### config.mk
export PLATFORM = sky130hd
export DESIGN_NAME = sensor_serial_port_ctrl
export DESIGN_NICKNAME = d
export VERILOG_FILES = /design/src/rtl/sensor_port_pkg.sv /design/src/rtl/sensor_serial_port_ctrl.sv
export SDC_FILE = /design/constraint.sdc
export NUM_CORES = 1
export LEC_CHECK = 0
export BUFFER_PORTS_ARGS = -buffer_cell sky130_fd_sc_hd__buf_4
export CORE_ASPECT_RATIO = 1.4
export CORE_MARGIN = 2
export CORE_UTILIZATION = 57
export DETAILED_ROUTE_END_ITERATION = 7
export PLACE_DENSITY_LB_ADDON = 0.12
export SKIP_CTS_REPAIR_TIMING = 1
export SYNTH_ARGS = -nofsm -noshare
export SYNTH_HDL_FRONTEND = slang
export SYNTH_SLANG_ARGS = --single-unit
### constraint.sdc
create_clock -name clk -period 4.2 [get_ports clk]
set_input_delay 0.63 -clock clk [delete_from_list [all_inputs] [get_ports clk]]
set_output_delay 0.63 -clock clk [all_outputs]
set_load 0.02 [all_outputs]
### src/rtl/sensor_port_pkg.sv
// constants, register map and carrier types of the sensor serial port controller
package sensor_port_pkg;

   // system clock rate
   localparam int CLK_MHZ = 200;

   // serial timing, in the printed units
   localparam int T_SRAD_US = 4;
   localparam int T_SWW_US = 30;
   localparam int T_SWR_US = 20;
   localparam int T_SRR_NS = 500;
   localparam int T_BEXIT_NS = 500;
   localparam int T_CS_SCLK_NS = 120;
   localparam int T_SCLK_CS_RD_NS = 120;
   localparam int T_SCLK_CS_WR_US = 20;

   // the same times as clock cycles, least times rounded up
   localparam int SRAD_CYC = T_SRAD_US * CLK_MHZ;
   localparam int SWW_CYC = T_SWW_US * CLK_MHZ;
   localparam int SWR_CYC = T_SWR_US * CLK_MHZ;
   localparam int SRR_CYC = (T_SRR_NS * CLK_MHZ + 999) / 1000;
   localparam int BEXIT_CYC = (T_BEXIT_NS * CLK_MHZ + 999) / 1000;
   localparam int CS_SCLK_CYC = (T_CS_SCLK_NS * CLK_MHZ + 999) / 1000;
   localparam int RD_HOLD_CYC = (T_SCLK_CS_RD_NS * CLK_MHZ + 999) / 1000;
   localparam int WR_HOLD_CYC = T_SCLK_CS_WR_US * CLK_MHZ;

   // device register addresses
   localparam logic [6:0] DEV_MOVEMENT_STATUS = 7'h02;
   localparam logic [6:0] DEV_X_DISP_LOW = 7'h03;
   localparam logic [6:0] DEV_Y_DISP_LOW = 7'h04;
   localparam logic [6:0] DEV_XY_DISP_HIGH = 7'h05;
   localparam logic [6:0] DEV_INIT_TUNING_A = 7'h21;
   localparam logic [6:0] DEV_INIT_TUNING_B = 7'h22;
   localparam logic [6:0] DEV_INIT_TUNING_C = 7'h23;
   localparam logic [6:0] DEV_HEALTH_FLAGS = 7'h2e;
   localparam logic [6:0] DEV_STARTUP_RESET_CMD = 7'h3a;
   localparam logic [6:0] DEV_SLEEP_CMD = 7'h3b;
   localparam logic [6:0] DEV_INIT_PAGE_SELECT = 7'h3c;
   localparam logic [6:0] DEV_BURST_REPORT = 7'h42;

   // command values
   localparam logic [7:0] STARTUP_KEY = 8'h5a;
   localparam logic [7:0] SLEEP_KEY = 8'he7;
   localparam logic [3:0] HEALTH_OK = 4'hf;
   localparam int BURST_MAX = 8;
   localparam logic [2:0] BURST_MIN_M1 = 3'h1;

   // controller registers, byte offsets on the bus
   localparam logic [4:0] REG_CMD = 5'h00;
   localparam logic [4:0] REG_CTRL = 5'h04;
   localparam logic [4:0] REG_STATUS = 5'h08;
   localparam logic [4:0] REG_BURST_LO = 5'h0c;
   localparam logic [4:0] REG_BURST_HI = 5'h10;
   localparam logic [4:0] REG_INIT_DATA = 5'h14;

   // command and control register fields
   localparam int CMD_ADDR_LSB = 8;
   localparam int CMD_WRITE_BIT = 15;
   localparam int CMD_LEN_LSB = 16;
   localparam int CMD_BURST_BIT = 19;
   localparam int CTRL_INIT_BIT = 0;
   localparam int CTRL_WAKE_BIT = 1;
   localparam int CTRL_ABORT_BIT = 2;

   typedef enum logic [1:0] {
      XF_WRITE = 2'h0,
      XF_READ = 2'h1,
      XF_BURST = 2'h2,
      XF_PULSE = 2'h3
   } xfer_kind_t;

   typedef struct packed {
      xfer_kind_t kind;
      logic [6:0] addr;
      logic [7:0] data;
      logic [2:0] len_m1;
   } xfer_req_t;

   typedef enum logic [2:0] {
      OP_PULSE = 3'h0,
      OP_WRITE = 3'h1,
      OP_FRAME = 3'h2,
      OP_CHECK = 3'h3,
      OP_READ = 3'h4,
      OP_END = 3'h5
   } seq_op_t;

   typedef struct packed {
      seq_op_t op;
      logic [6:0] addr;
      logic [7:0] data;
   } seq_step_t;

   localparam logic [4:0] SEQ_WAKE_START = 5'h01;
   localparam logic [4:0] SEQ_READ_FIRST = 5'h06;
   localparam logic [4:0] SEQ_READ_LAST = 5'h09;

endpackage

### src/rtl/sensor_serial_port_ctrl.sv
// host controller for the motion sensor four-wire serial port
//
// Added by the designer: the Avalon-MM interface to the registers.

// Summary of operation
// - only this controller starts transfers, makes clock
// - after abort, wait full gap before next
// - frame every transaction with select, idle high
// - write: 1 plus address, then data byte
// - read: 0 plus address, device returns data
// - space writes by the write-write gap
// - space write then read by write-read gap (code waits the full write-write gap after every write)
// - wait address-data delay before read data
// - wait read-next gap after a read
// - burst ends after X byte or later
// - raise select for burst exit time
// - power-up: pulse select, write reset key
// - frame wait, clear flags, check bits 0-3
// - read registers 0x02 to 0x05 once
// - six tuning writes in fixed order
// - wake: reset key, checks, tuning writes
// - address-data delay is 4 microseconds
// - write-write gap is 30 microseconds
// - write-read gap is 20 microseconds
// - burst exit time is 500 nanoseconds
module sensor_serial_port_ctrl
   import sensor_port_pkg::*;
#(
   parameter int HALF_CYC = 100,
   parameter int FRAME_CYC = 200000,
   parameter int SWW_CYCLES = SWW_CYC
) (
   input wire logic clk,
   input wire logic rst_b,
   input wire logic [4:0] address,
   input wire logic read,
   input wire logic write,
   input wire logic [31:0] writedata,
   input wire logic [3:0] byteenable,
   output logic [31:0] readdata,
   output logic waitrequest,
   output logic sclk,
   output logic chip_select_n,
   output logic mosi,
   input wire logic miso
);

   typedef enum logic [2:0] {
      E_IDLE = 3'b000,
      E_SETUP = 3'b001,
      E_ADDR = 3'b011,
      E_SRAD = 3'b010,
      E_DATA = 3'b110,
      E_HOLD = 3'b111,
      E_GAP = 3'b101
   } eng_state_t;

   typedef enum logic [1:0] {
      S_IDLE = 2'b00,
      S_ISSUE = 2'b01,
      S_WAIT = 2'b11,
      S_FRAME = 2'b10
   } seq_state_t;

   localparam int TW = 18;

   function automatic logic [TW-1:0] cyc(input int n);
      cyc = TW'(n - 1);
   endfunction

   function automatic seq_step_t seq_rom(input logic [4:0] idx);
      unique case (idx)
         5'h00: seq_rom = '{OP_PULSE, 7'h00, 8'h00};
         5'h01: seq_rom = '{OP_WRITE, DEV_STARTUP_RESET_CMD, STARTUP_KEY};
         5'h02: seq_rom = '{OP_FRAME, 7'h00, 8'h00};
         5'h03: seq_rom = '{OP_WRITE, DEV_HEALTH_FLAGS, 8'h00};
         5'h04: seq_rom = '{OP_FRAME, 7'h00, 8'h00};
         5'h05: seq_rom = '{OP_CHECK, DEV_HEALTH_FLAGS, 8'h00};
         5'h06: seq_rom = '{OP_READ, DEV_MOVEMENT_STATUS, 8'h00};
         5'h07: seq_rom = '{OP_READ, DEV_X_DISP_LOW, 8'h00};
         5'h08: seq_rom = '{OP_READ, DEV_Y_DISP_LOW, 8'h00};
         5'h09: seq_rom = '{OP_READ, DEV_XY_DISP_HIGH, 8'h00};
         5'h0a: seq_rom = '{OP_WRITE, DEV_INIT_PAGE_SELECT, 8'h27};
         5'h0b: seq_rom = '{OP_WRITE, DEV_INIT_TUNING_B, 8'h0a};
         5'h0c: seq_rom = '{OP_WRITE, DEV_INIT_TUNING_A, 8'h01};
         5'h0d: seq_rom = '{OP_WRITE, DEV_INIT_PAGE_SELECT, 8'h32};
         5'h0e: seq_rom = '{OP_WRITE, DEV_INIT_TUNING_C, 8'h20};
         5'h0f: seq_rom = '{OP_WRITE, DEV_INIT_PAGE_SELECT, 8'h05};
         default: seq_rom = '{OP_END, 7'h00, 8'h00};
      endcase
   endfunction

   // engine state
   eng_state_t eng_reg;
   logic [TW-1:0] timer_reg;
   logic phase_reg;
   logic [2:0] bit_reg;
   logic [2:0] byte_reg;
   logic [7:0] shift_reg;
   xfer_req_t cur_reg;
   logic eng_done_reg;
   logic [7:0] rd_byte_reg;
   logic [7:0] burst_mem [BURST_MAX];
   // requesters
   xfer_req_t sw_req_reg;
   logic sw_valid_reg;
   xfer_req_t seq_req_reg;
   logic seq_valid_reg;
   seq_state_t seq_reg;
   logic [4:0] step_reg;
   logic wake_reg;
   logic [TW-1:0] frame_reg;
   logic [31:0] init_data_reg;
   logic init_ok_reg;
   logic init_fail_reg;
   logic sleeping_reg;
   logic refused_reg;
   logic miso_meta_reg;
   logic miso_sync_reg;
   logic abort_reg;
   logic init_go_reg;
   logic wake_go_reg;

   logic bus_req;
   logic bus_wr;
   logic bus_rd;
   logic eng_take;
   logic take_seq;
   logic busy;
   logic cmd_ok;
   logic last_bit;
   xfer_req_t next_req;
   xfer_req_t cmd_req;
   seq_step_t step;

   assign bus_req = (read | write) & ~waitrequest;
   assign bus_wr = write & ~waitrequest;
   assign bus_rd = read & ~waitrequest;
   assign take_seq = seq_valid_reg;
   assign next_req = take_seq ? seq_req_reg : sw_req_reg;
   assign eng_take = (eng_reg == E_IDLE) & (seq_valid_reg | sw_valid_reg)
                     & ~abort_reg;
   assign busy = (eng_reg != E_IDLE) | sw_valid_reg | (seq_reg != S_IDLE);
   assign last_bit = (bit_reg == 3'h7);
   assign step = seq_rom(step_reg);

   always_comb begin
      cmd_req.kind = writedata[CMD_BURST_BIT] ? XF_BURST :
                     (writedata[CMD_WRITE_BIT] ? XF_WRITE : XF_READ);
      cmd_req.addr = writedata[CMD_ADDR_LSB +: 7];
      cmd_req.data = writedata[7:0];
      cmd_req.len_m1 = writedata[CMD_LEN_LSB +: 3];
      if (writedata[CMD_BURST_BIT]) begin
         cmd_req.addr = DEV_BURST_REPORT;
         if (writedata[CMD_LEN_LSB +: 3] < BURST_MIN_M1) begin
            cmd_req.len_m1 = BURST_MIN_M1;
         end
      end
      // while asleep only the startup key may pass
      cmd_ok = ~sleeping_reg | (cmd_req.kind == XF_WRITE
               && cmd_req.addr == DEV_STARTUP_RESET_CMD
               && cmd_req.data == STARTUP_KEY);
   end

   // input synchroniser for the data line
   always_ff @(posedge clk or negedge rst_b) begin
      if (!rst_b) begin
         miso_meta_reg <= 1'b0;
         miso_sync_reg <= 1'b0;
      end else begin
         miso_meta_reg <= miso;
         miso_sync_reg <= miso_meta_reg;
      end
   end

   // bus slave: one wait cycle, then the answer
   always_ff @(posedge clk or negedge rst_b) begin
      if (!rst_b) begin
         waitrequest <= 1'b1;
         readdata <= 32'h0;
      end else begin
         waitrequest <= ~((read | write) & waitrequest);
         if ((read | write) & waitrequest) begin
            unique case (address)
               REG_STATUS: readdata <= {16'h0, rd_byte_reg, 2'h0,
                  refused_reg, init_fail_reg, init_ok_reg,
                  sleeping_reg, seq_reg != S_IDLE, busy};
               REG_BURST_LO: readdata <= {burst_mem[3], burst_mem[2],
                  burst_mem[1], burst_mem[0]};
               REG_BURST_HI: readdata <= {burst_mem[7], burst_mem[6],
                  burst_mem[5], burst_mem[4]};
               REG_INIT_DATA: readdata <= init_data_reg;
               REG_CMD: readdata <= {12'h0, sw_req_reg.kind == XF_BURST,
                  sw_req_reg.len_m1, sw_req_reg.kind == XF_WRITE,
                  sw_req_reg.addr, sw_req_reg.data};
               default: readdata <= 32'h0;
            endcase
         end
      end
   end

   // control pulses from the control register
   always_ff @(posedge clk or negedge rst_b) begin
      if (!rst_b) begin
         abort_reg <= 1'b0;
         init_go_reg <= 1'b0;
         wake_go_reg <= 1'b0;
      end else begin
         abort_reg <= 1'b0;
         init_go_reg <= 1'b0;
         wake_go_reg <= 1'b0;
         if (bus_wr && address == REG_CTRL && byteenable[0]) begin
            abort_reg <= writedata[CTRL_ABORT_BIT];
            init_go_reg <= writedata[CTRL_INIT_BIT] & ~busy;
            wake_go_reg <= writedata[CTRL_WAKE_BIT] & ~busy
                           & ~writedata[CTRL_INIT_BIT];
         end
      end
   end

   // software command slot
   always_ff @(posedge clk or negedge rst_b) begin
      if (!rst_b) begin
         sw_req_reg <= '0;
         sw_valid_reg <= 1'b0;
         refused_reg <= 1'b0;
      end else begin
         if (eng_take && !take_seq) begin
            sw_valid_reg <= 1'b0;
         end
         if (abort_reg) begin
            sw_valid_reg <= 1'b0;
         end
         if (bus_wr && address == REG_CMD) begin
            if (byteenable == 4'hf && !busy && cmd_ok) begin
               sw_req_reg <= cmd_req;
               sw_valid_reg <= 1'b1;
               refused_reg <= 1'b0;
            end else begin
               refused_reg <= 1'b1;
            end
         end
      end
   end

   // power-up and wake sequencer
   always_ff @(posedge clk or negedge rst_b) begin
      if (!rst_b) begin
         seq_reg <= S_IDLE;
         step_reg <= 5'h0;
         wake_reg <= 1'b0;
         frame_reg <= '0;
         seq_req_reg <= '0;
         seq_valid_reg <= 1'b0;
         init_data_reg <= 32'h0;
         init_ok_reg <= 1'b0;
         init_fail_reg <= 1'b0;
      end else if (abort_reg) begin
         seq_reg <= S_IDLE;
         seq_valid_reg <= 1'b0;
      end else begin
         if (eng_take && take_seq) begin
            seq_valid_reg <= 1'b0;
         end
         unique case (seq_reg)
            S_IDLE: begin
               if (init_go_reg || wake_go_reg) begin
                  // wake skips the select pulse and starts at the key write
                  step_reg <= init_go_reg ? 5'h0 : SEQ_WAKE_START;
                  wake_reg <= wake_go_reg;
                  init_ok_reg <= 1'b0;
                  init_fail_reg <= 1'b0;
                  seq_reg <= S_ISSUE;
               end
            end
            S_ISSUE: begin
               if (wake_reg && step_reg >= SEQ_READ_FIRST
                   && step_reg <= SEQ_READ_LAST) begin
                  step_reg <= step_reg + 5'h1;
               end else begin
                  unique case (step.op)
                     OP_END: begin
                        init_ok_reg <= 1'b1;
                        seq_reg <= S_IDLE;
                     end
                     OP_FRAME: begin
                        frame_reg <= cyc(FRAME_CYC);
                        seq_reg <= S_FRAME;
                     end
                     default: begin
                        seq_req_reg.kind <= (step.op == OP_PULSE) ? XF_PULSE
                           : (step.op == OP_WRITE ? XF_WRITE : XF_READ);
                        seq_req_reg.addr <= step.addr;
                        seq_req_reg.data <= step.data;
                        seq_req_reg.len_m1 <= 3'h0;
                        seq_valid_reg <= 1'b1;
                        seq_reg <= S_WAIT;
                     end
                  endcase
               end
            end
            S_WAIT: begin
               if (eng_done_reg) begin
                  step_reg <= step_reg + 5'h1;
                  seq_reg <= S_ISSUE;
                  if (step.op == OP_CHECK
                      && rd_byte_reg[3:0] != HEALTH_OK) begin
                     init_fail_reg <= 1'b1;
                     seq_reg <= S_IDLE;
                  end
                  if (step.op == OP_READ) begin
                     init_data_reg[8*(step_reg-SEQ_READ_FIRST) +: 8]
                        <= rd_byte_reg;
                  end
               end
            end
            S_FRAME: begin
               if (frame_reg == '0) begin
                  step_reg <= step_reg + 5'h1;
                  seq_reg <= S_ISSUE;
               end else begin
                  frame_reg <= frame_reg - TW'(1);
               end
            end
         endcase
      end
   end

   // shutdown tracking from completed writes
   always_ff @(posedge clk or negedge rst_b) begin
      if (!rst_b) begin
         sleeping_reg <= 1'b0;
      end else if (eng_done_reg && cur_reg.kind == XF_WRITE) begin
         if (cur_reg.addr == DEV_SLEEP_CMD && cur_reg.data == SLEEP_KEY) begin
            sleeping_reg <= 1'b1;
         end else if (cur_reg.addr == DEV_STARTUP_RESET_CMD
                      && cur_reg.data == STARTUP_KEY) begin
            sleeping_reg <= 1'b0;
         end
      end
   end

   // serial engine: clock idles high, select idles high
   always_ff @(posedge clk or negedge rst_b) begin
      if (!rst_b) begin
         eng_reg <= E_IDLE;
         timer_reg <= '0;
         phase_reg <= 1'b0;
         bit_reg <= 3'h0;
         byte_reg <= 3'h0;
         shift_reg <= 8'h0;
         cur_reg <= '0;
         eng_done_reg <= 1'b0;
         rd_byte_reg <= 8'h0;
         burst_mem <= '{default: 8'h00};
         sclk <= 1'b1;
         chip_select_n <= 1'b1;
         mosi <= 1'b0;
      end else begin
         eng_done_reg <= 1'b0;
         if (abort_reg && eng_reg != E_IDLE && eng_reg != E_GAP) begin
            // the device drops the partial transaction
            chip_select_n <= 1'b1;
            sclk <= 1'b1;
            timer_reg <= cyc(SWW_CYCLES);
            eng_reg <= E_GAP;
         end else if (eng_reg != E_IDLE && timer_reg != '0) begin
            timer_reg <= timer_reg - TW'(1);
         end else begin
            unique case (eng_reg)
               E_IDLE: begin
                  if (eng_take) begin
                     cur_reg <= next_req;
                     chip_select_n <= 1'b0;
                     timer_reg <= cyc(CS_SCLK_CYC);
                     eng_reg <= E_SETUP;
                  end
               end
               E_SETUP: begin
                  if (cur_reg.kind == XF_PULSE) begin
                     chip_select_n <= 1'b1;
                     timer_reg <= cyc(BEXIT_CYC);
                     eng_reg <= E_GAP;
                  end else begin
                     // msb of the address byte is the direction
                     shift_reg <= {cur_reg.kind == XF_WRITE, cur_reg.addr};
                     mosi <= (cur_reg.kind == XF_WRITE);
                     sclk <= 1'b0;
                     phase_reg <= 1'b0;
                     bit_reg <= 3'h0;
                     byte_reg <= 3'h0;
                     timer_reg <= cyc(HALF_CYC);
                     eng_reg <= E_ADDR;
                  end
               end
               E_ADDR, E_DATA: begin
                  if (!phase_reg) begin
                     sclk <= 1'b1;
                     phase_reg <= 1'b1;
                     timer_reg <= cyc(HALF_CYC);
                  end else if (!last_bit) begin
                     // device changed its bit at our falling edge
                     shift_reg <= {shift_reg[6:0], miso_sync_reg};
                     mosi <= shift_reg[6];
                     sclk <= 1'b0;
                     phase_reg <= 1'b0;
                     bit_reg <= bit_reg + 3'h1;
                     timer_reg <= cyc(HALF_CYC);
                  end else if (eng_reg == E_ADDR) begin
                     bit_reg <= 3'h0;
                     phase_reg <= 1'b0;
                     if (cur_reg.kind == XF_WRITE) begin
                        shift_reg <= cur_reg.data;
                        mosi <= cur_reg.data[7];
                        sclk <= 1'b0;
                        timer_reg <= cyc(HALF_CYC);
                        eng_reg <= E_DATA;
                     end else begin
                        timer_reg <= cyc(SRAD_CYC);
                        eng_reg <= E_SRAD;
                     end
                  end else begin
                     rd_byte_reg <= {shift_reg[6:0], miso_sync_reg};
                     burst_mem[byte_reg] <= {shift_reg[6:0], miso_sync_reg};
                     bit_reg <= 3'h0;
                     phase_reg <= 1'b0;
                     if (cur_reg.kind == XF_BURST
                         && byte_reg != cur_reg.len_m1) begin
                        // next burst byte follows with no pause
                        byte_reg <= byte_reg + 3'h1;
                        shift_reg <= 8'h0;
                        mosi <= 1'b0;
                        sclk <= 1'b0;
                        timer_reg <= cyc(HALF_CYC);
                     end else begin
                        timer_reg <= (cur_reg.kind == XF_WRITE) ?
                           cyc(WR_HOLD_CYC) : cyc(RD_HOLD_CYC);
                        eng_reg <= E_HOLD;
                     end
                  end
               end
               E_SRAD: begin
                  shift_reg <= 8'h0;
                  mosi <= 1'b0;
                  sclk <= 1'b0;
                  timer_reg <= cyc(HALF_CYC);
                  eng_reg <= E_DATA;
               end
               E_HOLD: begin
                  chip_select_n <= 1'b1;
                  unique case (cur_reg.kind)
                     XF_WRITE: timer_reg <= 
                        cyc(SWW_CYCLES - WR_HOLD_CYC);
                     XF_BURST: timer_reg <= cyc(BEXIT_CYC);
                     default: timer_reg <= cyc(SRR_CYC);
                  endcase
                  eng_reg <= E_GAP;
               end
               E_GAP: begin
                  eng_done_reg <= 1'b1;
                  eng_reg <= E_IDLE;
               end
               default: eng_reg <= E_IDLE;
            endcase
         end
      end
   end

endmodule // sensor_serial_port_ctrl

==> results.rst <==
.. list-table::
   :header-rows: 1

   * - Metric
     - Value
   * - Run status
     - complete, no violations
   * - Largest cells by area after synthesis
     - dfrtp_1 (48%), mux2_2 (9.9%), nand2_1 (4.2%)
   * - Cell with the most instances after synthesis
     - dfrtp_1
   * - Effective utilization at floorplan
     - 57.8%
   * - Power density over the cells
     - 558 mW/mm^2
   * - Detailed-route via count
     - 10735
   * - Width of the die
     - 135 um
   * - Wire length of the first global-routing pass
     - 57800 um
   * - Library cells used by synthesis
     - 90
   * - Number of global-route vias before repair
     - 10557
   * - Cell area after synthesis
     - 0.0138 sq mm
   * - Count of cells along the worst register-to-register path
     - 11
   * - Unrepaired setup endpoints after global routing
     - no
   * - Mapped Avg Cell Area
     - 10.4 sq um
   * - Drt wl/cell
     - 21.6 um
   * - WL final
     - 36600 um
   * - Part of the total power dissipated in sequential elements
     - 39.8%
   * - Required arrival time at the worst endpoint
     - 4.63 ns
   * - Yosys Warn Count
     - 0
   * - Num CTS Buffers
     - 27
   * - Multi-input combinational cell area
     - 0.00663 sq mm
   * - Register area
     - 0.00671 sq mm
   * - Maximum number of pins on one net before global-route repair
     - 113
   * - Worst Path Class, Setup
     - reg -> reg
   * - Number of flip-flops and latches in the synthesized netlist
     - 268
   * - Detailed placement HPWL
     - 25900 um
   * - TritonRoute pass-1 iters
     - 8
   * - Fraction of synthesized cell area taken by the top area cell type
     - 48.2%
   * - Largest clock skew in the final design
     - 0.0207 ns
   * - Worst-path clk slew
     - 0.06 ns
   * - Minimum clock period
     - 3.87 ns
   * - Routability congestion estimate from global placement
     - 0.924
   * - Full die area
     - 0.0254 sq mm
   * - Slew of the pin with the lowest slew margin
     - 1.10 ns
   * - Total number of clock tree sinks
     - 268
   * - Initial antenna violation count
     - 0
   * - Maximum operating frequency
     - 258 MHz
   * - Kind of end point of the critical path
     - register
   * - Data arrival time of the critical path
     - 4.30 ns
   * - Worst R2R Setup Slack
     - 0.33 ns
   * - Total core area
     - 0.0238 sq mm
   * - GR Util All Layers
     - 29.1%
   * - Switch share
     - 37.5%
   * - Fin Hold WS
     - 0.132 ns
   * - Worst setup path end
     - init_data_reg[5]
   * - DRC marker count from the first detailed-route iteration
     - 983
   * - Post-synthesis async set-or-reset flop share
     - 100%
   * - Number of top-level design ports
     - 82
   * - Prevailing post-synth register cell
     - dfrtp_1
   * - Final global-route overflow total
     - 0
   * - RR Endpoint
     - init_data_reg[5]
   * - Crit Reg-Reg Startpoint
     - step_reg[2]
   * - Max Slew Vio Count
     - 0
   * - Most common library cells after synthesis
     - dfrtp_1 (265), nand2_1 (153), mux2_2 (121)
   * - H-tree lvl count
     - 1
   * - Area Overhead vs Synth
     - 12.7%
   * - Share of the clock period used by the worst path
     - 92.2%
   * - Combinational power share
     - 32.0%
   * - TritonCTS clock tree
     - yes
   * - Origin of the worst setup path
     - step_reg[2]
   * - Cells after synthesis
     - 1316
   * - Final setup viols
     - 0
   * - Share of layout cells above drive strength 1
     - 21.8%
   * - Detail Route Antenna Nets
     - 0
   * - Die span in y
     - 188 um
   * - Max-slew headroom
     - 26.5%
   * - Maximum vdd drop
     - 0.421 mV
   * - Remaining DRCs
     - 0
   * - CTS max path bufs
     - 3
   * - Power spent charging and discharging nets
     - 3240 uW
   * - Maximum fanout along the worst path
     - 8
   * - Cell-internal power
     - 5410 uW
   * - Sort of element at the start of the critical path
     - register
   * - Row count
     - 67
   * - Largest register FFs
     - 64
   * - Max cap viols
     - 0
   * - Via density per instance
     - 6.34
   * - Sequential area share after synthesis
     - 48.8%
   * - Final hold vios
     - 0
   * - Count of flip-flops with a built-in enable after synthesis
     - 0
   * - CTS root buf
     - clkbuf_16
   * - Part of the total power dissipated in the clock network
     - 28.3%
   * - Net count of the mapped netlist
     - 1387
   * - Port buffer count
     - 69
   * - Fill cells
     - 2009
   * - Final setup TNS
     - 0 ns
   * - Hold crit path type
     - in -> async
   * - Post-synthesis cell type with the largest combined area
     - dfrtp_1
   * - Worst skew pair latency
     - 0.54 ns
   * - Final layout net count
     - 1435
   * - Static Leakage
     - 0.00710 uW
   * - Count of antenna diodes in the layout
     - 0
==> layer usage <==
metal / vias up / track usage (%) / wire length, um
met5: - / 0 / 0
met1: 5332 / 36.6 / 14600
li1: 4975 / - / -
met2: 329 / 49.8 / 18600
met4: 0 / 13.3 / 1680
met3: 99 / 3.60 / 1800
==> placed cells by master, fill, tap and decap left out, types with 6 or more instances in the layout <==
master,count
nor2b_1,12
clkbuf_16,27
a21o_1,6
and2_1,14
nor3_1,21
nand2_1,153
nand4b_1,6
a21boi_0,15
a21oi_1,60
nor2_1,66
or3_1,9
a211oi_1,9
mux2_2,121
inv_1,25
nor4_1,12
ha_1,25
nand2b_1,23
dfrtp_1,265
clkbuf_1,6
a222oi_1,30
a31oi_1,15
o31ai_1,18
nand3_1,24
mux2i_1,19
o21a_1,7
o211ai_1,6
a221o_1,8
nand4_1,9
a22o_1,21
or2_2,9
or4_1,7
o21ai_0,98
xnor2_1,10
clkinv_2,6
and3_1,6
buf_4,95
==> power groups by stage <==
stage | clock [uW] | combinational, uW | sequential [uW]
2_1_floorplan | 0 | 2120 | 3220
3_3_place_gp | 0 | 2700 | 3460
3_5_place_dp | 0 | 2750 | 3470
4_1_cts | 2490 | 2760 | 3420
5_1_grt | 2590 | 3080 | 3470
6_report | 2450 | 2770 | 3440
==> worst min path at each step <==
stage	cells past startpoint	to	slack, ns
final	1	readdata[27]	0.13
after global routing	1	miso_meta_reg	0.17
after CTS	1	miso_meta_reg	0.19
after detailed placement	0	miso_sync_reg	0.34
after global placement	0	miso_sync_reg	0.34
after floorplan	0	abort_reg	0.33
==> area by class of cell <==
| type | instances | share of cell area [%] |
|---|---|---|
| Inverter | 27 | 0.654 |
| Clock buffer | 38 | 4.95 |
| Sequential cell | 268 | 43.3 |
| Timing Repair Buffer | 98 | 4.96 |
| Clock inverter | 10 | 0.832 |
| Multi-Input combinational cell | 942 | 42.8 |
| Tap cell | 310 | 2.50 |
==> worst max-delay path, stage by stage, from the launching register on <==
cell,delay [ns]
dfrtp_1,0.41
inv_1,0.16
ha_1,0.29
nand2b_1,0.17
a31oi_1,0.28
nand3_1,0.14
ha_1,0.22
or4b_2,0.64
nor4_1,0.24
o2111a_1,0.31
and4_1,0.51
mux2_2,0.39
==> logic make-up (layout without fill, tap and decap cells) <==
| logic type | count (synthesis) | in the layout | share of synthesized area [%] |
|---|---|---|---|
| AO/OA/AOI/OAI | 346 | 346 | 17.3 |
| adder cells (fa/ha/maj) | 25 | 25 | 2.27 |
| buffers and inverters | 106 | 173 | 3.07 |
| flip-flops | 268 | 268 | 48.8 |
| AND/OR/NAND/NOR | 418 | 418 | 16.4 |
| multiplexers | 140 | 140 | 11.3 |
| XOR/XNOR | 13 | 13 | 0.883 |
==> through the flow <==
step / total power [uW] / instances / util (%) / setup slack (ns) / area, sq um
floorplan: 5340 / 1316 / - / 0.569 / 13800
global placement: 6150 / 1645 / 61.3 / 0.446 / 14600
detailed placement: 6210 / 1645 / 61.3 / 0.375 / 14600
CTS: 8660 / 1693 / 65.1 / 0.358 / 15500
global route: 9150 / 1693 / 65.1 / 0.196 / 15500
finish: 8650 / 1693 / 65.1 / 0.326 / 15500
No activity file was read; power rests on OpenSTA's default activity.
